--- src/verilog/nv_ctrl_pkg.sv ---
// constants and types for the serial memory command controller
// How it works
// - type strap picks link, size strap picks range
// - pin drive depends on selected link kind
// - loader owns controller; host commands held off
// - three-wire link runs all eight commands
// - two-wire link runs read, write, reload only
// - loader fetches memory with read command only
// - busy bit starts command; cleared when done
// - read byte lands in data register
// - erase every, protect, reload need only code
// - no answer in 30 ms sets flag
// - loader copies settings out after reset
// - missing acknowledge aborts and sets flag
package nv_ctrl_pkg;
   // clock and link timing
   localparam int CLK_NS = 50;
   localparam int CLK_HZ = 20_000_000;
   localparam int NO_RESP_MS = 30;
   localparam int NO_RESP_CYC = NO_RESP_MS * (CLK_HZ / 1000);
   localparam int LINK_HZ = 100_000;
   localparam int QUARTER_NS = 1_000_000_000 / (LINK_HZ * 4);
   localparam int QUARTER_CYC = (QUARTER_NS / CLK_NS < 1) ? 1 : QUARTER_NS / CLK_NS;
   localparam int STRAP_WAIT = 2;
   // command codes
   localparam logic [2:0] CMD_READ = 3'h0;
   localparam logic [2:0] CMD_PROTECT_ON = 3'h1;
   localparam logic [2:0] CMD_PROTECT_OFF = 3'h2;
   localparam logic [2:0] CMD_WRITE = 3'h3;
   localparam logic [2:0] CMD_WRITE_EVERY = 3'h4;
   localparam logic [2:0] CMD_ERASE_EVERY = 3'h5;
   localparam logic [2:0] CMD_ERASE = 3'h6;
   localparam logic [2:0] CMD_RELOAD = 3'h7;
   // two-wire framing
   localparam logic [3:0] I2C_CTRL_CODE = 4'ha;
   localparam logic [2:0] STEP_CTRL_W = 3'h1;
   localparam logic [2:0] STEP_ADDR_H = 3'h2;
   localparam logic [2:0] STEP_ADDR_L = 3'h3;
   localparam logic [2:0] STEP_DATA = 3'h4;
   localparam logic [2:0] STEP_CTRL_R = 3'h5;
   localparam logic [2:0] STEP_RX = 3'h6;
   localparam logic [2:0] STEP_RD_STOP = 3'h7;
   localparam logic [2:0] STEP_WR_STOP = 3'h5;
   localparam logic [4:0] I2C_LAST_BIT = 5'h08;
   // three-wire opcodes
   localparam logic [1:0] MW_OP_READ = 2'h2;
   localparam logic [1:0] MW_OP_WRITE = 2'h1;
   localparam logic [1:0] MW_OP_ERASE = 2'h3;
   localparam logic [1:0] MW_OP_EXT = 2'h0;
   localparam logic [1:0] MW_EXT_OFF = 2'h3;
   localparam logic [1:0] MW_EXT_ON = 2'h0;
   localparam logic [1:0] MW_EXT_ERASE = 2'h2;
   localparam logic [1:0] MW_EXT_WRITE = 2'h1;
   localparam int MW_ADDR_BASE = 7;
   // reset values
   localparam logic [7:0] DATA_RST = 8'h00;
   localparam logic [15:0] LOAD_FIRST = 16'h0000;
   typedef enum logic [2:0] {ST_IDLE, ST_I2C, ST_MW_SHIFT, ST_MW_GAP, ST_MW_WAIT} state_t;
   typedef enum logic [1:0] {K_START, K_TX, K_RX, K_STOP} item_t;
endpackage : nv_ctrl_pkg

--- src/verilog/pin_sync.sv ---
// two-flop synchroniser for pins from outside the clock domain
`timescale 1ns/1ps
module pin_sync #(
   parameter int W = 1
) (
   input wire logic clk,
   input wire logic rstn,
   input wire logic ce,
   input wire logic [W-1:0] d,
   output logic [W-1:0] q
);
   genvar i;
   // one meta and one stable flop per bit
   generate
      for (i = 0; i < W; i++) begin : g_bit
         logic meta_r;
         logic stab_r;
         always_ff @(posedge clk or negedge rstn) begin
            if (!rstn) begin
               meta_r <= 1'b0;
               stab_r <= 1'b0;
            end else if (ce) begin
               meta_r <= d[i];
               stab_r <= meta_r;
            end
         end
         assign q[i] = stab_r;
      end
   endgenerate
endmodule : pin_sync

--- src/verilog/nv_eeprom_ctrl.sv ---
// command controller and reset loader for an external serial memory
`timescale 1ns/1ps
module nv_eeprom_ctrl #(
   parameter int TIMEOUT_CYC = nv_ctrl_pkg::NO_RESP_CYC,
   parameter int LOAD_LEN = 16
) (
   input wire logic clk,
   input wire logic resetn,
   input wire logic ce,
   input wire logic link_type_strap,
   input wire logic [1:0] size_range_strap,
   input wire logic cmd_write,
   input wire logic [2:0] cmd_code,
   input wire logic [15:0] cmd_location,
   input wire logic cmd_start,
   input wire logic cmd_flag_clear,
   input wire logic data_write,
   input wire logic [7:0] data_wdata,
   output logic op_in_progress_bit,
   output logic no_response_flag,
   output logic [7:0] nv_data_reg,
   output logic loader_active,
   output logic load_valid,
   output logic [15:0] load_index,
   output logic [7:0] load_byte,
   input wire logic twowire_data_pin_in,
   output logic twowire_data_pin_out,
   output logic twowire_data_pin_oe,
   output logic threewire_in_pulldown,
   input wire logic twowire_clock_pin_in,
   output logic twowire_clock_pin_out,
   output logic twowire_clock_pin_oe,
   output logic threewire_select_pin_out,
   output logic threewire_select_pin_oe,
   output logic threewire_out_pin_out,
   output logic threewire_out_pin_oe
);
   localparam int QW = $clog2(nv_ctrl_pkg::QUARTER_CYC + 1);
   localparam int TW = $clog2(TIMEOUT_CYC + 1);
   localparam logic [QW-1:0] Q_LAST = QW'(nv_ctrl_pkg::QUARTER_CYC - 1);
   localparam logic [TW-1:0] T_LAST = TW'(TIMEOUT_CYC - 1);
   localparam logic [15:0] L_LAST = 16'(LOAD_LEN - 1);

   // step kind within a two-wire frame
   function automatic nv_ctrl_pkg::item_t i2c_kind(input logic [2:0] s, input logic rd);
      i2c_kind = nv_ctrl_pkg::K_TX;
      if (s == 3'h0 || (rd && s == nv_ctrl_pkg::STEP_DATA)) i2c_kind = nv_ctrl_pkg::K_START;
      else if (rd && s == nv_ctrl_pkg::STEP_RX) i2c_kind = nv_ctrl_pkg::K_RX;
      else if (s == (rd ? nv_ctrl_pkg::STEP_RD_STOP : nv_ctrl_pkg::STEP_WR_STOP)) i2c_kind = nv_ctrl_pkg::K_STOP;
   endfunction : i2c_kind

   // byte sent in a two-wire step; released lines where nothing is sent
   function automatic logic [7:0] i2c_byte(input logic [2:0] s, input logic rd, input logic [15:0] a,
                                           input logic [7:0] d, input logic two);
      logic [2:0] blk;
      blk = two ? 3'h0 : a[10:8];
      i2c_byte = 8'hff;
      if (s == nv_ctrl_pkg::STEP_CTRL_W) i2c_byte = {nv_ctrl_pkg::I2C_CTRL_CODE, blk, 1'b0};
      else if (s == nv_ctrl_pkg::STEP_ADDR_H) i2c_byte = a[15:8];
      else if (s == nv_ctrl_pkg::STEP_ADDR_L) i2c_byte = a[7:0];
      else if (s == nv_ctrl_pkg::STEP_DATA && !rd) i2c_byte = d;
      else if (s == nv_ctrl_pkg::STEP_CTRL_R && rd) i2c_byte = {nv_ctrl_pkg::I2C_CTRL_CODE, blk, 1'b1};
   endfunction : i2c_byte

   // bits sent on the three-wire link before any read-back
   function automatic int mw_bits(input logic [2:0] c, input logic [1:0] sz);
      mw_bits = 3 + nv_ctrl_pkg::MW_ADDR_BASE + int'(sz);
      if (c == nv_ctrl_pkg::CMD_WRITE || c == nv_ctrl_pkg::CMD_WRITE_EVERY) mw_bits = mw_bits + 8;
   endfunction : mw_bits

   // three-wire frame, left aligned: start bit, opcode, address, data
   function automatic logic [31:0] mw_vec(input logic [2:0] c, input logic [15:0] a, input logic [7:0] d,
                                          input logic [1:0] sz);
      logic [1:0] op;
      logic [15:0] ad;
      logic [31:0] v;
      logic wd;
      int aw;
      aw = nv_ctrl_pkg::MW_ADDR_BASE + int'(sz);
      op = nv_ctrl_pkg::MW_OP_EXT;
      ad = a;
      wd = 1'b0;
      unique case (c)
         nv_ctrl_pkg::CMD_READ: op = nv_ctrl_pkg::MW_OP_READ;
         nv_ctrl_pkg::CMD_WRITE: begin
            op = nv_ctrl_pkg::MW_OP_WRITE;
            wd = 1'b1;
         end
         nv_ctrl_pkg::CMD_ERASE: op = nv_ctrl_pkg::MW_OP_ERASE;
         nv_ctrl_pkg::CMD_PROTECT_OFF: ad = 16'(nv_ctrl_pkg::MW_EXT_OFF) << (aw - 2);
         nv_ctrl_pkg::CMD_PROTECT_ON: ad = 16'(nv_ctrl_pkg::MW_EXT_ON) << (aw - 2);
         nv_ctrl_pkg::CMD_ERASE_EVERY: ad = 16'(nv_ctrl_pkg::MW_EXT_ERASE) << (aw - 2);
         nv_ctrl_pkg::CMD_WRITE_EVERY: begin
            ad = 16'(nv_ctrl_pkg::MW_EXT_WRITE) << (aw - 2);
            wd = 1'b1;
         end
         nv_ctrl_pkg::CMD_RELOAD: ad = 16'h0000;
      endcase
      ad = ad & ((16'h0001 << aw) - 16'h0001);
      v = 32'h0000_0001;
      v = (v << 2) | 32'(op);
      v = (v << aw) | 32'(ad);
      if (wd) v = (v << 8) | 32'(d);
      mw_vec = v << (32 - mw_bits(c, sz));
   endfunction : mw_vec

   // reset release through two flops
   logic rst_meta_r;
   logic rstn_r;
   always_ff @(posedge clk or negedge resetn) begin
      if (!resetn) begin
         rst_meta_r <= 1'b0;
         rstn_r <= 1'b0;
      end else begin
         rst_meta_r <= 1'b1;
         rstn_r <= rst_meta_r;
      end
   end

   // pins and straps into the clock domain
   logic [4:0] pin_s;
   pin_sync #(.W(5)) u_sync (
      .clk(clk),
      .rstn(rstn_r),
      .ce(ce),
      .d({size_range_strap, link_type_strap, twowire_clock_pin_in, twowire_data_pin_in}),
      .q(pin_s)
   );
   logic data_s;
   logic clk_s;
   assign data_s = pin_s[0];
   assign clk_s = pin_s[1];

   nv_ctrl_pkg::state_t state_r, state_nxt;
   logic [1:0] boot_r, boot_nxt, q_r, q_nxt, size_r, size_nxt;
   logic [QW-1:0] div_r, div_nxt;
   logic [TW-1:0] to_r, to_nxt;
   logic [2:0] step_r, step_nxt, cur_cmd_r, cur_cmd_nxt, op_cmd_r, op_cmd_nxt;
   logic [4:0] bit_r, bit_nxt, len_r, len_nxt;
   logic [31:0] sh_r, sh_nxt;
   logic [8:0] rx_r, rx_nxt;
   logic [15:0] cur_loc_r, cur_loc_nxt, op_loc_r, op_loc_nxt, idx_r, idx_nxt, lidx_r, lidx_nxt;
   logic [7:0] data_r, data_nxt, lbyte_r, lbyte_nxt;
   logic type_r, type_nxt, boot_done_r, boot_done_nxt, busy_r, busy_nxt, flag_r, flag_nxt;
   logic ldr_r, ldr_nxt, from_ldr_r, from_ldr_nxt, reload_r, reload_nxt, lvalid_r, lvalid_nxt;
   logic mw_wait_r, mw_wait_nxt, scl_rel_r, scl_rel_nxt, sda_rel_r, sda_rel_nxt;
   logic cs_r, cs_nxt, sck_r, sck_nxt, dout_r, dout_nxt;
   logic [7:0] pins_r, pins_nxt;
   logic tick, stall, finish, abort, rd, go;
   logic [2:0] gcmd, nstep;
   logic [15:0] gloc;
   logic [7:0] rbyte;
   nv_ctrl_pkg::item_t kind;

   // next state of the whole controller
   always_comb begin
      {state_nxt, boot_nxt, q_nxt, size_nxt, div_nxt, to_nxt, step_nxt} = {state_r, boot_r, q_r, size_r, div_r, to_r, step_r};
      {cur_cmd_nxt, op_cmd_nxt, bit_nxt, len_nxt, sh_nxt, rx_nxt} = {cur_cmd_r, op_cmd_r, bit_r, len_r, sh_r, rx_r};
      {cur_loc_nxt, op_loc_nxt, idx_nxt, lidx_nxt, data_nxt, lbyte_nxt} = {cur_loc_r, op_loc_r, idx_r, lidx_r, data_r, lbyte_r};
      {type_nxt, boot_done_nxt, busy_nxt, flag_nxt, ldr_nxt, from_ldr_nxt} = {type_r, boot_done_r, busy_r, flag_r, ldr_r, from_ldr_r};
      {reload_nxt, mw_wait_nxt, scl_rel_nxt, sda_rel_nxt, cs_nxt, sck_nxt, dout_nxt} = {reload_r, mw_wait_r, scl_rel_r, sda_rel_r, cs_r, sck_r, dout_r};
      lvalid_nxt = 1'b0;
      finish = 1'b0;
      abort = 1'b0;
      go = 1'b0;
      gcmd = cur_cmd_r;
      gloc = cur_loc_r;
      rd = (op_cmd_r == nv_ctrl_pkg::CMD_READ);
      kind = i2c_kind(step_r, rd);
      nstep = (step_r == nv_ctrl_pkg::STEP_CTRL_W && !size_r[0]) ? nv_ctrl_pkg::STEP_ADDR_L : step_r + 3'h1;
      rbyte = type_r ? rx_r[8:1] : rx_r[7:0];
      tick = (div_r == Q_LAST);
      stall = (state_r == nv_ctrl_pkg::ST_I2C && q_r == 2'h2 && !clk_s) || (state_r == nv_ctrl_pkg::ST_MW_WAIT && !data_s);
      // straps are caught once the synchronisers hold pin values
      if (!boot_done_r) begin
         boot_nxt = boot_r + 2'h1;
         if (boot_r == 2'(nv_ctrl_pkg::STRAP_WAIT)) begin
            type_nxt = pin_s[2];
            size_nxt = pin_s[4:3];
            boot_done_nxt = 1'b1;
            ldr_nxt = 1'b1;
            idx_nxt = nv_ctrl_pkg::LOAD_FIRST;
         end
      end
      // host register writes, held off while busy or loading, apart from the flag clear
      if (boot_done_r && !busy_r && !ldr_r) begin
         if (data_write) data_nxt = data_wdata;
         if (cmd_write) begin
            cur_cmd_nxt = cmd_code;
            cur_loc_nxt = cmd_location;
            busy_nxt = cmd_start;
         end
      end
      if (cmd_write && cmd_flag_clear) flag_nxt = 1'b0;
      // quarter-bit divider shared by both links
      if (state_r != nv_ctrl_pkg::ST_IDLE) begin
         div_nxt = tick ? (stall ? div_r : '0) : div_r + QW'(1);
         to_nxt = (tick && stall) ? to_r + TW'(1) : '0;
         if (tick && stall && to_r == T_LAST) abort = 1'b1;
         if (tick && !stall) q_nxt = q_r + 2'h1;
      end
      unique case (state_r)
         nv_ctrl_pkg::ST_IDLE: begin
            div_nxt = '0;
            q_nxt = 2'h0;
            bit_nxt = 5'h00;
            if (ldr_r) begin
               go = 1'b1;
               gcmd = nv_ctrl_pkg::CMD_READ;
               gloc = idx_r;
            end else if (busy_r) begin
               go = 1'b1;
            end
            if (go) begin
               from_ldr_nxt = ldr_r;
               op_cmd_nxt = gcmd;
               op_loc_nxt = gloc;
               if (gcmd == nv_ctrl_pkg::CMD_RELOAD) begin
                  ldr_nxt = 1'b1;
                  reload_nxt = 1'b1;
                  idx_nxt = nv_ctrl_pkg::LOAD_FIRST;
               end else if (type_r) begin
                  if (gcmd == nv_ctrl_pkg::CMD_READ || gcmd == nv_ctrl_pkg::CMD_WRITE) begin
                     state_nxt = nv_ctrl_pkg::ST_I2C;
                     step_nxt = 3'h0;
                  end else begin
                     busy_nxt = 1'b0;
                  end
               end else begin
                  state_nxt = nv_ctrl_pkg::ST_MW_SHIFT;
                  sh_nxt = mw_vec(gcmd, gloc, data_r, size_r);
                  len_nxt = 5'(mw_bits(gcmd, size_r) + ((gcmd == nv_ctrl_pkg::CMD_READ) ? 8 : 0));
                  mw_wait_nxt = (gcmd == nv_ctrl_pkg::CMD_WRITE || gcmd == nv_ctrl_pkg::CMD_WRITE_EVERY ||
                                 gcmd == nv_ctrl_pkg::CMD_ERASE || gcmd == nv_ctrl_pkg::CMD_ERASE_EVERY);
                  cs_nxt = 1'b1;
               end
            end
         end
         nv_ctrl_pkg::ST_I2C: begin
            if (tick && !stall) begin
               unique case (q_r)
                  2'h0: sda_rel_nxt = (kind == nv_ctrl_pkg::K_START) ? 1'b1 :
                                      (kind == nv_ctrl_pkg::K_STOP) ? 1'b0 : sh_r[8];
                  2'h1: scl_rel_nxt = 1'b1;
                  2'h2: begin
                     if (kind == nv_ctrl_pkg::K_START) sda_rel_nxt = 1'b0;
                     else if (kind == nv_ctrl_pkg::K_STOP) sda_rel_nxt = 1'b1;
                     else begin
                        rx_nxt = {rx_r[7:0], data_s};
                        sh_nxt = {sh_r[30:0], 1'b1};
                     end
                  end
                  2'h3: begin
                     if (kind == nv_ctrl_pkg::K_STOP) finish = 1'b1;
                     else begin
                        scl_rel_nxt = 1'b0;
                        bit_nxt = bit_r + 5'h01;
                        if (kind == nv_ctrl_pkg::K_START || bit_r == nv_ctrl_pkg::I2C_LAST_BIT) begin
                           bit_nxt = 5'h00;
                           step_nxt = nstep;
                           sh_nxt = {23'h0, i2c_byte(nstep, rd, op_loc_r, data_r, size_r[0]), 1'b1};
                           if (kind == nv_ctrl_pkg::K_TX && rx_r[0]) abort = 1'b1;
                        end
                     end
                  end
               endcase
            end
         end
         nv_ctrl_pkg::ST_MW_SHIFT: begin
            if (tick) begin
               unique case (q_r)
                  2'h0: dout_nxt = sh_r[31];
                  2'h1: sck_nxt = 1'b1;
                  2'h2: begin
                     rx_nxt = {rx_r[7:0], data_s};
                     sh_nxt = {sh_r[30:0], 1'b0};
                  end
                  2'h3: begin
                     sck_nxt = 1'b0;
                     bit_nxt = bit_r + 5'h01;
                     if (bit_r == len_r - 5'h01) begin
                        dout_nxt = 1'b0;
                        cs_nxt = 1'b0;
                        if (mw_wait_r) state_nxt = nv_ctrl_pkg::ST_MW_GAP;
                        else finish = 1'b1;
                     end
                  end
               endcase
            end
         end
         nv_ctrl_pkg::ST_MW_GAP: begin
            // select low for one bit time, then raise it to watch ready
            if (tick && q_r == 2'h3) begin
               cs_nxt = 1'b1;
               state_nxt = nv_ctrl_pkg::ST_MW_WAIT;
            end
         end
         nv_ctrl_pkg::ST_MW_WAIT: begin
            if (tick && !stall) begin
               cs_nxt = 1'b0;
               finish = 1'b1;
            end
         end
         default: state_nxt = nv_ctrl_pkg::ST_IDLE;
      endcase
      // abort and completion
      if (abort) begin
         flag_nxt = 1'b1;
         finish = 1'b1;
         {scl_rel_nxt, sda_rel_nxt, cs_nxt, sck_nxt, dout_nxt} = 5'b11000;
      end
      if (finish) begin
         state_nxt = nv_ctrl_pkg::ST_IDLE;
         to_nxt = '0;
         if (from_ldr_r) begin
            lvalid_nxt = !abort;
            lbyte_nxt = rbyte;
            lidx_nxt = idx_r;
            idx_nxt = idx_r + 16'h0001;
            if (abort || idx_r == L_LAST) begin
               ldr_nxt = 1'b0;
               if (reload_r) begin
                  busy_nxt = 1'b0;
                  reload_nxt = 1'b0;
               end
            end
         end else begin
            busy_nxt = 1'b0;
            if (rd && !abort) data_nxt = rbyte;
         end
      end
      // pin drive per link kind, all released until straps are caught
      pins_nxt = 8'h00;
      if (boot_done_nxt) begin
         if (type_nxt) pins_nxt = {1'b0, !sda_rel_nxt, 1'b0, 1'b0, !scl_rel_nxt, 1'b0, 1'b0, 1'b1};
         else pins_nxt = {1'b1, 1'b0, 1'b0, sck_nxt, 1'b1, cs_nxt, dout_nxt, 1'b1};
      end
   end

   // state registers
   always_ff @(posedge clk or negedge rstn_r) begin
      if (!rstn_r) begin
         state_r <= nv_ctrl_pkg::ST_IDLE;
         {boot_r, q_r, size_r, div_r, to_r, step_r} <= '0;
         {cur_cmd_r, op_cmd_r, bit_r, len_r, sh_r, rx_r} <= '0;
         {cur_loc_r, op_loc_r, idx_r, lidx_r, lbyte_r} <= '0;
         data_r <= nv_ctrl_pkg::DATA_RST;
         {type_r, boot_done_r, busy_r, flag_r, ldr_r, from_ldr_r, reload_r, lvalid_r, mw_wait_r} <= '0;
         {scl_rel_r, sda_rel_r, cs_r, sck_r, dout_r} <= 5'b11000;
         pins_r <= 8'h00;
      end else if (ce) begin
         state_r <= state_nxt;
         {boot_r, q_r, size_r, div_r, to_r, step_r} <= {boot_nxt, q_nxt, size_nxt, div_nxt, to_nxt, step_nxt};
         {cur_cmd_r, op_cmd_r, bit_r, len_r, sh_r, rx_r} <= {cur_cmd_nxt, op_cmd_nxt, bit_nxt, len_nxt, sh_nxt, rx_nxt};
         {cur_loc_r, op_loc_r, idx_r, lidx_r, lbyte_r} <= {cur_loc_nxt, op_loc_nxt, idx_nxt, lidx_nxt, lbyte_nxt};
         data_r <= data_nxt;
         {type_r, boot_done_r, busy_r, flag_r, ldr_r} <= {type_nxt, boot_done_nxt, busy_nxt, flag_nxt, ldr_nxt};
         {from_ldr_r, reload_r, lvalid_r, mw_wait_r} <= {from_ldr_nxt, reload_nxt, lvalid_nxt, mw_wait_nxt};
         {scl_rel_r, sda_rel_r, cs_r, sck_r, dout_r} <= {scl_rel_nxt, sda_rel_nxt, cs_nxt, sck_nxt, dout_nxt};
         pins_r <= pins_nxt;
      end
   end

   // outputs straight from flops
   assign op_in_progress_bit = busy_r;
   assign no_response_flag = flag_r;
   assign nv_data_reg = data_r;
   assign loader_active = ldr_r;
   assign load_valid = lvalid_r;
   assign load_index = lidx_r;
   assign load_byte = lbyte_r;
   assign {threewire_in_pulldown, twowire_data_pin_oe, twowire_data_pin_out, twowire_clock_pin_out} = pins_r[7:4];
   assign {twowire_clock_pin_oe, threewire_select_pin_out, threewire_out_pin_out, threewire_select_pin_oe} = pins_r[3:0];
   assign threewire_out_pin_oe = pins_r[0];
endmodule : nv_eeprom_ctrl

--- config.mk ---
export PLATFORM = sky130hd
export DESIGN_NAME = nv_eeprom_ctrl
export DESIGN_NICKNAME = d
export VERILOG_FILES = /design/src/verilog/nv_ctrl_pkg.sv /design/src/verilog/pin_sync.sv /design/src/verilog/nv_eeprom_ctrl.sv
export SDC_FILE = /design/constraint.sdc
export NUM_CORES = 1
export LEC_CHECK = 0
export BUFFER_PORTS_ARGS = -buffer_cell sky130_fd_sc_hd__buf_2
export CAP_MARGIN = 15
export CORE_ASPECT_RATIO = 1.25
export CORE_UTILIZATION = 55
export DETAILED_ROUTE_END_ITERATION = 10
export PLACE_DENSITY_LB_ADDON = 0.2
export SYNTH_ARGS = -nofsm -noshare
export SYNTH_HDL_FRONTEND = slang
export SYNTH_SLANG_ARGS = --single-unit
export TNS_END_PERCENT = 10
--- constraint.sdc ---
create_clock -name clk -period 5.7 [get_ports clk]
set_input_delay 0.285 -clock clk [delete_from_list [all_inputs] [get_ports clk]]
set_output_delay 0.285 -clock clk [all_outputs]
set_load 0.03 [all_outputs]
# Yosys cells after proc, flatten, opt, wreduce, memory -nomap -nowiden
# Index checks and enable logic that the tools add are counted.
# Widths: inputs -> output; s select.
# op_classes
addsub	15
n_eq_ne	60
shift	7
n_mux	198
n_bitwise	6
reduce_logical	66
# ops
operator	count
$mux 32	19
$mux 16	12
$mux 8	12
$pmux 32 s3	1
$mux 1	86
$mux 3	22
$pmux 16 s4	1
$pmux 32 s2	1
$shl 1x32->16 const A	2
$shl 2x32->16 const A	2
$mux 20	3
$mux 9	6
$ne 3x3->1 const B	11
$or 32x16->32	1
$or 32x8->32	1
$shl 3x4->32	1
$shl 32x32->32	1
$sub 7x32->32 const A	1
$mux 5	6
$mux 6	5
$eq 3x3->1 const B	9
$mux 2	11
$add 20x1->20 const B	1
$eq 20x20->1 const B	1
other kinds (54)	136
# totals
register_bits	209
inputBits	39
output_inout_bits	45
word_cells	398

# Depth between registers and ports, before layout
# Gate-level depths: netlist (run 1).
# logic_depth
depth_word	21
depth_mapped	17
depth_no_buf	13

# By module
# A second synthesis (run 1) with hierarchy kept.
# unflattened
hier_cells	1491
area_unflattened_um2	13350.3
# modules_own_cells
mod	n_inst	cells_each	area_per_inst_um2	seq_area_each_um2
nv_eeprom_ctrl	1	1465	12901.1	4932.2
pin_sync	1	26	449.2	250.2

# Worst setup path before layout (run 1)
# Ideal clock, no wire load.
# synth_timing
kind	register -> register
startpoint	reg size_r[0]
endpoint	reg sh_r[28]
setup_time_ns	0.094
arrival_ns	3.962
required_ns	5.606
path_slack_ns	1.645
path_stages_with_launch	17
synth_period_minus_slack_ns	4.055
cell_sequence	dfrtp_1 -> buf_2 -> clkbuf_1 -> inv_1 -> clkbuf_1 -> ha_1 -> clkbuf_1 -> inv_1 -> ha_1 -> or4b_2 -> o211ai_2 -> nand2_1 -> mux2_2 -> a21oi_1 -> a2111oi_0 -> a311o_1 -> a221oi_2
# synth_between
elab_chain_cells	21
elab_cells_between_ends	35
cone_classes	add/sub (6); shift (7); mux (19); bitwise (3)
# synth_rtl
element	line	source
start: declaration	nv_eeprom_ctrl.sv:135	logic [1:0] boot_r, boot_nxt, q_r, q_nxt, size_r, size_nxt;
start signal: assignment	nv_eeprom_ctrl.sv:353	{boot_r, q_r, size_r, div_r, to_r, step_r} <= {boot_nxt, q_nxt, size_nxt, div_nxt, to_nxt, step_nxt};
$add 3x2->4	nv_eeprom_ctrl.sv:79	aw = nv_ctrl_pkg::MW_ADDR_BASE + int'(sz);
$sub 4x2->5	--	
$shl 2x32->16, or another cell as far along	nv_eeprom_ctrl.sv:92	nv_ctrl_pkg::CMD_ERASE_EVERY: ad = 16'(nv_ctrl_pkg::MW_EXT_ERASE) << (aw - 2);
$pmux 16 s4	nv_eeprom_ctrl.sv:83	unique case (c)
$mux 16	nv_eeprom_ctrl.sv:222	end else if (type_r) begin
$mux 16	nv_eeprom_ctrl.sv:218	if (gcmd == nv_ctrl_pkg::CMD_RELOAD) begin
$mux 16	nv_eeprom_ctrl.sv:214	if (go) begin
$mux 16	nv_eeprom_ctrl.sv:202	unique case (state_r)
[... 5 more ...]	--	
$mux 32	nv_eeprom_ctrl.sv:218	
$mux 32	nv_eeprom_ctrl.sv:214	
$mux 32	nv_eeprom_ctrl.sv:202	
$shl 32x32->32 *	nv_eeprom_ctrl.sv:104	mw_vec = v << (32 - mw_bits(c, sz));
$mux 32 *	nv_eeprom_ctrl.sv:222	
$mux 32 *	nv_eeprom_ctrl.sv:218	
$mux 32 *	nv_eeprom_ctrl.sv:214	
$pmux 32 s3 *	nv_eeprom_ctrl.sv:202	
end signal: assignment	nv_eeprom_ctrl.sv:354	{cur_cmd_r, op_cmd_r, bit_r, len_r, sh_r, rx_r} <= {cur_cmd_nxt, op_cmd_nxt, bit_nxt, len_nxt, sh_nxt, rx_nxt} ...
end: declaration	nv_eeprom_ctrl.sv:140	logic [31:0] sh_r, sh_nxt;
# Every way passes the cells marked *; elsewhere a longest branch is shown, timed or not. The select of a mux whose other input is x is not followed.
# A chain may end at the register's enable or synchronous reset.

# Final worst setup path (run 1)
# layout_timing
startpoint	reg state_r[0]
endpoint	reg lidx_r[8], in the netlist load_index[8]
# layout_between
elab_chain_cells	16
elab_cells_between_ends	25
cone_classes	eq/ne (3); mux (12); reduce/logical (10)
# layout_rtl
element	line	source
start: declaration	nv_eeprom_ctrl.sv:134	nv_ctrl_pkg::state_t state_r, state_nxt;
start signal: assignment	nv_eeprom_ctrl.sv:343	state_r <= nv_ctrl_pkg::ST_IDLE;
start signal: assignment	nv_eeprom_ctrl.sv:352	state_r <= state_nxt;
$eq 3x1->1	nv_eeprom_ctrl.sv:173, nv_eeprom_ctrl.sv:202	
$logic_and 1x1->1 (2 in series)	nv_eeprom_ctrl.sv:173	stall = (state_r == nv_ctrl_pkg::ST_I2C && q_r == 2'h2 && !clk_s) || (state_r == nv_ctrl_pkg::ST_MW_WAIT && !d ...
$logic_or 1x1->1	nv_eeprom_ctrl.sv:173	
$logic_and 1x1->1 (2 in series)	nv_eeprom_ctrl.sv:199	if (tick && stall && to_r == T_LAST) abort = 1'b1;
$mux 1	nv_eeprom_ctrl.sv:199	
$mux 1	nv_eeprom_ctrl.sv:196	if (state_r != nv_ctrl_pkg::ST_IDLE) begin
$mux 1	nv_eeprom_ctrl.sv:262	if (kind == nv_ctrl_pkg::K_TX && rx_r[0]) abort = 1'b1;
$mux 1	nv_eeprom_ctrl.sv:258	if (kind == nv_ctrl_pkg::K_START || bit_r == nv_ctrl_pkg::I2C_LAST_BIT) begin
$mux 1	nv_eeprom_ctrl.sv:254	if (kind == nv_ctrl_pkg::K_STOP) finish = 1'b1;
$mux 1	nv_eeprom_ctrl.sv:241	unique case (q_r)
$mux 1	nv_eeprom_ctrl.sv:240	if (tick && !stall) begin
$mux 1	nv_eeprom_ctrl.sv:202	
$mux 1 *	nv_eeprom_ctrl.sv:307	if (abort) begin
$reduce_and 3->1 (no source line) *	--	
end signal: assignment	nv_eeprom_ctrl.sv:355	{cur_loc_r, op_loc_r, idx_r, lidx_r, lbyte_r} <= {cur_loc_nxt, op_loc_nxt, idx_nxt, lidx_nxt, lbyte_nxt};
end: declaration	nv_eeprom_ctrl.sv:142	logic [15:0] cur_loc_r, cur_loc_nxt, op_loc_r, op_loc_nxt, idx_r, idx_nxt, lidx_r, lidx_nxt;
# Every way passes the cells marked *; elsewhere a longest branch is shown, timed or not.

==> flow_results.org, run 1 <==
** Clock tree
- The clock reaches the later pin of the worst-skew pair after 0.54 ns.
- CTS root buf :: sky130_fd_sc_hd__clkbuf_16
- Number of sinks driven by the clock tree :: 207
- TritonCTS clock tree :: built
- In this run, CTS created clock tree buffers numbering 23.
- Reg clk slew, reported paths :: 0.07 ns
- CTS built an H-tree with a depth of 1.
- In this run the deepest clock path goes through 3 buffers.

** Timing
- At the pin with the least slew margin, the transition time is 1.048 ns.
- Worst path setup slack after routing :: 1.272 ns
- Setup repair after global routing left no endpoint under its margin.
- TNS Setup :: 0 ns
- Setup violations remaining at the end of the flow were counted as 0.
- The number of failing hold endpoints at the final stage came to 0.
- The max-slew violation count came to 0.
- Maximum clock frequency :: 225.8 MHz
- The clock period could shrink to 4.428 ns.
- Worst Skew :: 0.02359 ns
- Headroom to the max-slew limit came out at 30.10%.
- After layout, the worst path uses 77.69% of the clock period.

** Route
- Drt drc :: 0
- Dividing the detail-routed via count by the number of cells gives 6.531.
- Met3 routed WL :: 2791 um
- Met2 wirelength from detailed routing :: 19,240 um
- In this run, the number of DRC markers left after iteration 0 of detailed routing was 1,128.
- Count of antenna-violating nets left after detailed routing :: 0
- The first detailed-routing pass took 6 iterations.
- The detailed router put a total of 16,170 um of wire on met1.
- After detailed routing, the average wire length per cell comes to 21.71 um.
- Wires add up to 40,000 um.
- Highest metal layer with signal wires :: met4
- Total vias in the final route :: 12,030

** Finish
- Antenna cell count :: 0
- Cells fill 63.12% of the core in the end.
- The register with the most flip-flops in the layout has 32 of them.
- The net count of the finished layout is 1,606.
- Fraction of layout instances using a drive strength above 1 :: 15.25%
- The area growth from synthesis to layout is 11.79%.

** Worst setup path
- Of all nets on the critical path, the largest fanout is 31.
- STA classifies the critical path startpoint as a register.
- For the worst setup path, the data required time is 6.10 ns.
- For the worst setup path, the data arrival time is 4.83 ns.
- The worst setup path is of the reg2reg kind.
- Element type at the critical path end :: register

** Die
- In this run the vertical extent of the chip is 174.2 um.
- The core region is 0.02312 mm2.
- The initial utilization of the core area, before any placement, comes to 56.46%.
- Die width :: 139.8 um
- The floorplan step defined a die boundary enclosing 0.02436 mm2.
- Top-level I/O count :: 84
- After floorplanning, the core was divided into 62 placement rows.

** Synth
- Counting distinct cell types in the post-synthesis netlist gives 99.
- Share of flip-flops with an asynchronous set or reset after synthesis :: 100.0%
- During synthesis, Yosys emitted a total of 0 warnings.
- Summing the sequential cell areas from Yosys gives 39.70% of the chip area.
- Post-Syn Nets :: 1,551
- Avg Cell Area, Syn :: 8.807 um2
- The synthesized netlist occupies a cell area of 0.01305 mm2.
- Synthesis handed over a netlist of 1,482 instances.
- Number of register bits inferred by synthesis :: 207
- In the synthesized netlist the dominant register cell turns out to be sky130_fd_sc_hd__dfrtp_1.
- Number of flops mapped to enable cells by yosys :: 0

** GRT
- Maximum number of pins on one net before global-route repair :: 191
- The via count of the first global-routing pass came to 11,410.
- Global-route wire length before repair :: 63,560 um
- Overflow after GRT :: 0
- For this run, the total global-route usage over all layers was measured as 32.94%.
- Antenna violations before repair :: 0

** Pwr
- Cell internal power was estimated by the tool at 2995 uW.
- Summed over all cells, the static leakage comes to 0.006290 uW.
- Net switching is 33.56% of the power.
- Power density relative to cell area :: 308.9 mW/mm2
- VDD sags by at most 0.0002565 V.
- The clock network accounts for 35.6% of the total power.
- The design draws 4508 uW.
- Combinational share of power :: 23.4%
- Summed over all nets, the switching power comes to 1513 uW.
- The share of total power dissipated in sequential elements is 41.0%.

** Placed design
- Placed wire-length estimate :: 28,450 um
- # port buffers :: 82
- Before CTS, the worst setup slack after placement is 1.453 ns.
- Global placer's final weighted congestion :: 0.9894

** Flow run
- Across the run, the number of max-cap violations was 0.

** Run status
- Status :: completed

** Worst hold path
- Kind of path behind the tightest hold check :: in2reg
[metal layers]
layer | vias up | global-route usage, %
li1 | 5549 | -
met1 | 5839 | 43.29
met2 | 525 | 54.35
met3 | 118 | 4.435
met4 | 0 | 14.42
met5 | - | 0
[what timing repair did]
item	4_1_cts	5_1_grt
hold buffers	21	1
setup buffers	0	0
gates resized for setup	0	0
hold endpoints to repair	22	1
endpoints found under the setup margin	0	0
[power groups by stage]
stage | Combinational, uW | Clock, uW | Sequential, uW
2_1_floorplan | 758 | 0 | 1820
3_3_place_gp | 999 | 0 | 1860
3_5_place_dp | 1020 | 0 | 1870
4_1_cts | 1040 | 1620 | 1840
5_1_grt | 1160 | 1680 | 1870
6_report | 1050 | 1600 | 1850
[cell usage after synthesis (21+ instances only)]
master	n	area share, %
sky130_fd_sc_hd__a21oi_1	89	3.4
sky130_fd_sc_hd__a31oi_1	22	1.1
sky130_fd_sc_hd__buf_2	23	0.88
sky130_fd_sc_hd__clkbuf_1	49	1.4
sky130_fd_sc_hd__dfrtp_1	205	39
sky130_fd_sc_hd__ha_1	30	2.9
sky130_fd_sc_hd__inv_1	47	1.4
sky130_fd_sc_hd__mux2_2	59	5.1
sky130_fd_sc_hd__mux2i_1	39	3.0
sky130_fd_sc_hd__nand2_1	178	5.1
sky130_fd_sc_hd__nand3_1	52	2.0
sky130_fd_sc_hd__nor2_1	132	3.8
sky130_fd_sc_hd__nor3_1	32	1.2
sky130_fd_sc_hd__o21ai_0	127	4.9
sky130_fd_sc_hd__o22ai_1	21	1.0
sky130_fd_sc_hd__o31ai_1	21	1.2
[placed cells by master (no fill, tap or decap), types with 8 or more instances in the layout]
| master | netlist | final |
|---|---|---|
| sky130_fd_sc_hd__o22ai_1 | 21 | 21 |
| sky130_fd_sc_hd__or3_1 | 8 | 8 |
| sky130_fd_sc_hd__buf_4 | 7 | 17 |
| sky130_fd_sc_hd__a22o_1 | 11 | 11 |
| sky130_fd_sc_hd__o21ai_0 | 127 | 127 |
| sky130_fd_sc_hd__nand2b_1 | 16 | 16 |
| sky130_fd_sc_hd__o31ai_1 | 21 | 21 |
| sky130_fd_sc_hd__a221oi_1 | 11 | 11 |
| sky130_fd_sc_hd__dfrtp_1 | 205 | 202 |
| sky130_fd_sc_hd__mux2i_1 | 39 | 39 |
| sky130_fd_sc_hd__a22oi_1 | 9 | 9 |
| sky130_fd_sc_hd__a211oi_1 | 14 | 14 |
| sky130_fd_sc_hd__nand4_1 | 15 | 15 |
| sky130_fd_sc_hd__nand2_1 | 178 | 178 |
| sky130_fd_sc_hd__clkbuf_16 | 0 | 23 |
| sky130_fd_sc_hd__inv_1 | 47 | 47 |
| sky130_fd_sc_hd__xor2_1 | 16 | 16 |
| sky130_fd_sc_hd__a21oi_1 | 89 | 89 |
| sky130_fd_sc_hd__ha_1 | 30 | 30 |
| sky130_fd_sc_hd__nor2b_1 | 9 | 9 |
| sky130_fd_sc_hd__a31oi_1 | 22 | 22 |
| sky130_fd_sc_hd__and2_1 | 9 | 9 |
| sky130_fd_sc_hd__nand3_1 | 52 | 52 |
| sky130_fd_sc_hd__xnor2_1 | 13 | 13 |
| sky130_fd_sc_hd__nor3_1 | 32 | 32 |
| sky130_fd_sc_hd__and3_1 | 15 | 15 |
| sky130_fd_sc_hd__o211ai_1 | 15 | 15 |
| sky130_fd_sc_hd__buf_2 | 23 | 82 |
| sky130_fd_sc_hd__o2bb2ai_1 | 15 | 15 |
| sky130_fd_sc_hd__mux2_2 | 59 | 59 |
| sky130_fd_sc_hd__nor2_1 | 132 | 131 |
| sky130_fd_sc_hd__dlygate4sd3_1 | 0 | 22 |
[area by class of cell]
type                            instances  area (um2)
Timing Repair Buffer                  123       785.8
Sequential cell                       207        5189
Inverter                               49       183.9
Clock inverter                         12       155.1
Tap cell                              288       360.3
Multi-Input combinational cell       1133        7256
Fill cell                            1942        8526
Clock buffer                           30       661.9
[stage by stage]
stage	area, um2	hold WS [ns]	cells
after floorplan	13050	-0.01059	1482
after global placement	13550	0.07044	1777
after detailed placement	13550	0.07667	1777
after CTS	14570	0.001008	1840
after global routing	14590	0.02067	1842
final	14590	0.007269	1842
[cell families (layout without fill, tap and decap cells)]
family / Yosys count / in the layout / synth area share (%)
adder cells (fa/ha/maj): 30 / 30 / 2.876
AO/OA/AOI/OAI: 459 / 459 / 23.28
AND/OR/NAND/NOR: 512 / 512 / 18.74
XOR/XNOR: 29 / 29 / 1.946
buffers and inverters: 142 / 214 / 4.793
multiplexers: 101 / 101 / 8.598
flip-flops: 207 / 207 / 39.70
other: 2 / 2 / 0.05754
[worst paths after layout]
kind / from / slack [ns] / endpoint / cells past startpoint
setup reg to reg: state_r[0]$_DFFE_PN0P_ / 1.27 / load_index[8]$_DFFE_PN0P_ / 8
hold / removal: cmd_code[0] / 0.007 / cur_cmd_r[0]$_DFFE_PN0P_ / 2
hold reg to reg: rstn_r$_DFF_PN0_ / 0.19 / load_byte[0]$_DFFE_PN0P_ / 0
setup / recovery: state_r[0]$_DFFE_PN0P_ / 1.27 / load_index[8]$_DFFE_PN0P_ / 8
min in group asynchronous: resetn / 0.07 / rstn_r$_DFF_PN0_ / 2
max in group asynchronous: rstn_r$_DFF_PN0_ / 4.12 / loader_active$_DFFE_PN0P_ / 1
[worst max-delay path, stage by stage (launching register included)]
cell and delay (ns):
sky130_fd_sc_hd__dfrtp_1 0.65, sky130_fd_sc_hd__nor3b_4 0.40, sky130_fd_sc_hd__nand4_1 0.13, sky130_fd_sc_hd__a2111oi_0 0.70, sky130_fd_sc_hd__o21ai_1 0.41, sky130_fd_sc_hd__nand3_1 0.37, sky130_fd_sc_hd__nand2_1 0.35, sky130_fd_sc_hd__nor2_4 0.87
sky130_fd_sc_hd__mux2_2 0.42
Power figures use the tool's default switching activity.
==> run 2: changes to the inputs <==
- clock period: 5.7 -> 3.95 ns (I/O delays scaled with it)
==> flow_results.org, run 2 (same netlist as run 1, synthesis figures left out) <==
** Finish
- The number of antenna cells inserted is 0 (unchanged).
- The share of final-layout standard cells stronger than drive strength 1 came to 16.75% (+1.5 points).
- Max reg flops :: 32 (unchanged)
- Leaving out fill and tap cells, the most frequent cell in the layout is sky130_fd_sc_hd__dfrtp_1.
- Area added between synthesis and finish :: 14.83%
- The library cells used most frequently in the layout, excluding fill and tap cells, are sky130_fd_sc_hd__dfrtp_1 (202), sky130_fd_sc_hd__nand2_1 (178), sky130_fd_sc_hd__nor2_1 (131).
- Fill count :: 1,927 (-0.77%)
- Final design utilization :: 64.84% (+1.7 points)
- The net count reported at finish came to 1,658 (+3.2%).

** Pwr
- The static leakage came to 0.006523 uW (+3.7%).
- The clock network fraction of design power is 34.8% (-0.8 points).
- Internal power :: 4386 uW (+46%)
- Switching portion of total power :: 32.29% (-1.3 points)
- The share of power burned in registers came to 41.4% (+0.4 points).
- Power Total :: 6478 uW (+44%)
- The worst supply voltage drop on vdd was 0.0003679 V (+43%).
- Power density relative to cell area :: 432.2 mW/mm2 (+40%)
- The logic gate share of total power was 23.8% (+0.4 points).
- Switching pwr :: 2092 uW (+38%)

** GRT
- Global-route wire length before repair :: 65,120 um (+2.5%)
- Number of global-route vias before repair :: 11,690 (+2.4%)
- The overall fraction of global-route tracks in use is 34.19% (+1.3 points).
- The total global routing overflow is 0 (unchanged).
- Antenna violations before repair :: 0 (unchanged)
- The pin count of the biggest net entering global routing came to 75 (-61%).

** Clock tree
- Maximum number of buffers from clock root to sink :: 3 (unchanged)
- The number of gates resized after CTS came to 0 (unchanged).
- Reg clk slew, reported paths :: 0.06 ns (about the same)
- The number of buffers added for setup after CTS is 0 (unchanged).
- TritonCTS clock tree :: built
- Number of hold-repair buffers added at the cts stage :: 34 (+62%)
- The number of buffers created by CTS was 22 (-4.3%).
- Number of sinks driven by the clock tree :: 207 (unchanged)
- CTS root buf :: sky130_fd_sc_hd__clkbuf_16
- Count of H-tree levels built during CTS :: 1 (unchanged)
- Clk_lat worst skew :: 0.51 ns (-0.03 ns)

** Route
- The routed length per placed instance was 21.76 um (+0.21%).
- DR vias/cell :: 6.469 (-0.95%)
- The count of nets left with antenna violations after detail routing was 0 (unchanged).
- The remaining routing DRC violations came to 0 (unchanged).
- The detailed-route wire length is 41,080 um (+2.7%).
- The total number of vias is 12,210 (+1.5%).
- Number of detailed-routing iterations run before antenna repair :: 8 (+2)
- The number of design-rule violations left by the first detailed-router iteration is 1,079 (-4.3%).

** Placed design
- Global placer's final weighted congestion :: 1.015 (+2.5%)
- The number of buffer cells added on primary ports came to 82 (unchanged).
- The post-detailed-placement half-perimeter wirelength came to 29,930 um (+5.2%).
- The worst slack at placement is 0.3462 ns (-1.107 ns).

** Timing
- Setup repair after global routing left no endpoint under its margin.
- Min cycle time layout :: 3.855 ns (-0.5734 ns)
- The max-slew violation count was 0 (unchanged).
- The worst path setup slack after routing came to 0.09492 ns (-1.177 ns).
- The maximum clock skew at final layout was 0.01038 ns (-0.01321 ns).
- Actual transition at the worst max-transition pin :: 1.015 ns (-0.03343 ns)
- The number of failing setup endpoints in the final timing report came to 0 (unchanged).
- The share of the cycle needed by the critical path after routing is 97.60% (+20 points).
- Worst max-slew margin expressed relative to the limit :: 32.33% (+2.2 points)
- Maximum clock frequency :: 259.4 MHz (+15%)
- Endpoints failing hold :: 0 (unchanged)

** Die
- Top-level I/O count :: 84 (unchanged)
- The die area was 0.02436 mm2 (unchanged).
- Area of the core :: 0.02312 mm2 (unchanged)
- Row count :: 62 (unchanged)
- Chip height :: 174.2 um (unchanged)
- Die width :: 139.8 um (unchanged)
- Starting density of the core :: 56.46% (unchanged)

** Worst setup path
- Crit path max fanout :: 42 (+35%)
- Data arrival at the endpoint of the critical path :: 4.28 ns (-0.55 ns)
- Element type at the critical path end :: register
- Kind of start point of the critical path :: register
- The required time of the critical path came to 4.37 ns (-1.73 ns).
- Category of the most critical setup path :: reg2reg

** Worst hold path
- The worst hold path belongs to the class in2reg.

** Run status
- Status :: completed

** Flow run
- The count of max-cap constraint violations came to 0 (unchanged).
## run 2: per-stage QoR
step | instance area (um2) | setup TNS (ns) | cells | hold slack (ns)
final | 14990 | 0 | 1888 | 0.01481
after detailed placement | 13870 | 0 | 1819 | -0.01569
after floorplan | 13050 | -0.1053 | 1482 | -0.09809
after global routing | 14990 | 0 | 1888 | 0.01802
after CTS | 14990 | 0 | 1888 | 0.003046
after global placement | 13870 | 0 | 1819 | -0.01808
## run 2: worst max-delay path, stage by stage, from the launching register on
cell                       delay, ns
sky130_fd_sc_hd__dfrtp_2        0.36
sky130_fd_sc_hd__buf_4          0.25
sky130_fd_sc_hd__buf_4          0.45
sky130_fd_sc_hd__nand2_1        0.24
sky130_fd_sc_hd__o41ai_1        0.52
sky130_fd_sc_hd__buf_4          0.22
sky130_fd_sc_hd__a2111o_1       0.11
sky130_fd_sc_hd__o22ai_1        0.07
sky130_fd_sc_hd__a211oi_1       0.73
sky130_fd_sc_hd__mux2i_1        0.25
sky130_fd_sc_hd__o22ai_1        0.27
sky130_fd_sc_hd__nor2_1         0.06
sky130_fd_sc_hd__o31ai_1        0.22
## run 2: layout make-up
cell class                 count  area, um2  share of cell area (%)
multi-input combinational   1133       7256                   48.41
sequential                   207       5189                   34.62
timing repair buffer         176       1226                   8.181
clock buffer                  29      618.1                   4.124
tap                          288      360.3                   2.404
inverter                      49      183.9                   1.227
clock inverter                 6      155.1                   1.035
## run 2: power groups by stage
stage          Sequential, uW  Combinational [uW]  Clock, uW
2_1_floorplan            2620                1090          0
3_3_place_gp             2700                1470          0
3_5_place_dp             2710                1490          0
4_1_cts                  2670                1520       2290
5_1_grt                  2710                1710       2370
6_report                 2680                1540       2260
## run 2: worst paths after layout
path	startpoint	endpoint	slack (ns)	cells past startpoint
max in group asynchronous	rstn_r$_DFF_PN0_	loader_active$_DFFE_PN0P_	2.42	1
min in group asynchronous	rstn_r$_DFF_PN0_	div_r[4]$_DFFE_PN0P_	0.47	0
max	size_r[0]$_DFFE_PN0P_	sh_r[23]$_DFFE_PN0P_	0.09	12
min	cmd_write	no_response_flag$_DFFE_PN0P_	0.01	4
min reg2reg	rst_meta_r$_DFF_PN0_	rstn_r$_DFF_PN0_	0.35	0
max reg2reg	size_r[0]$_DFFE_PN0P_	sh_r[23]$_DFFE_PN0P_	0.09	12
## run 2: routing by layer
| metal | vias up | track usage (%) | wire [um] |
|---|---|---|---|
| met2 | 513 | 57.04 | 19710 |
| li1 | 5669 | - | - |
| met4 | 0 | 14.47 | 1857 |
| met3 | 111 | 3.994 | 2785 |
| met1 | 5921 | 45.05 | 16740 |
| met5 | - | 0 | 0 |
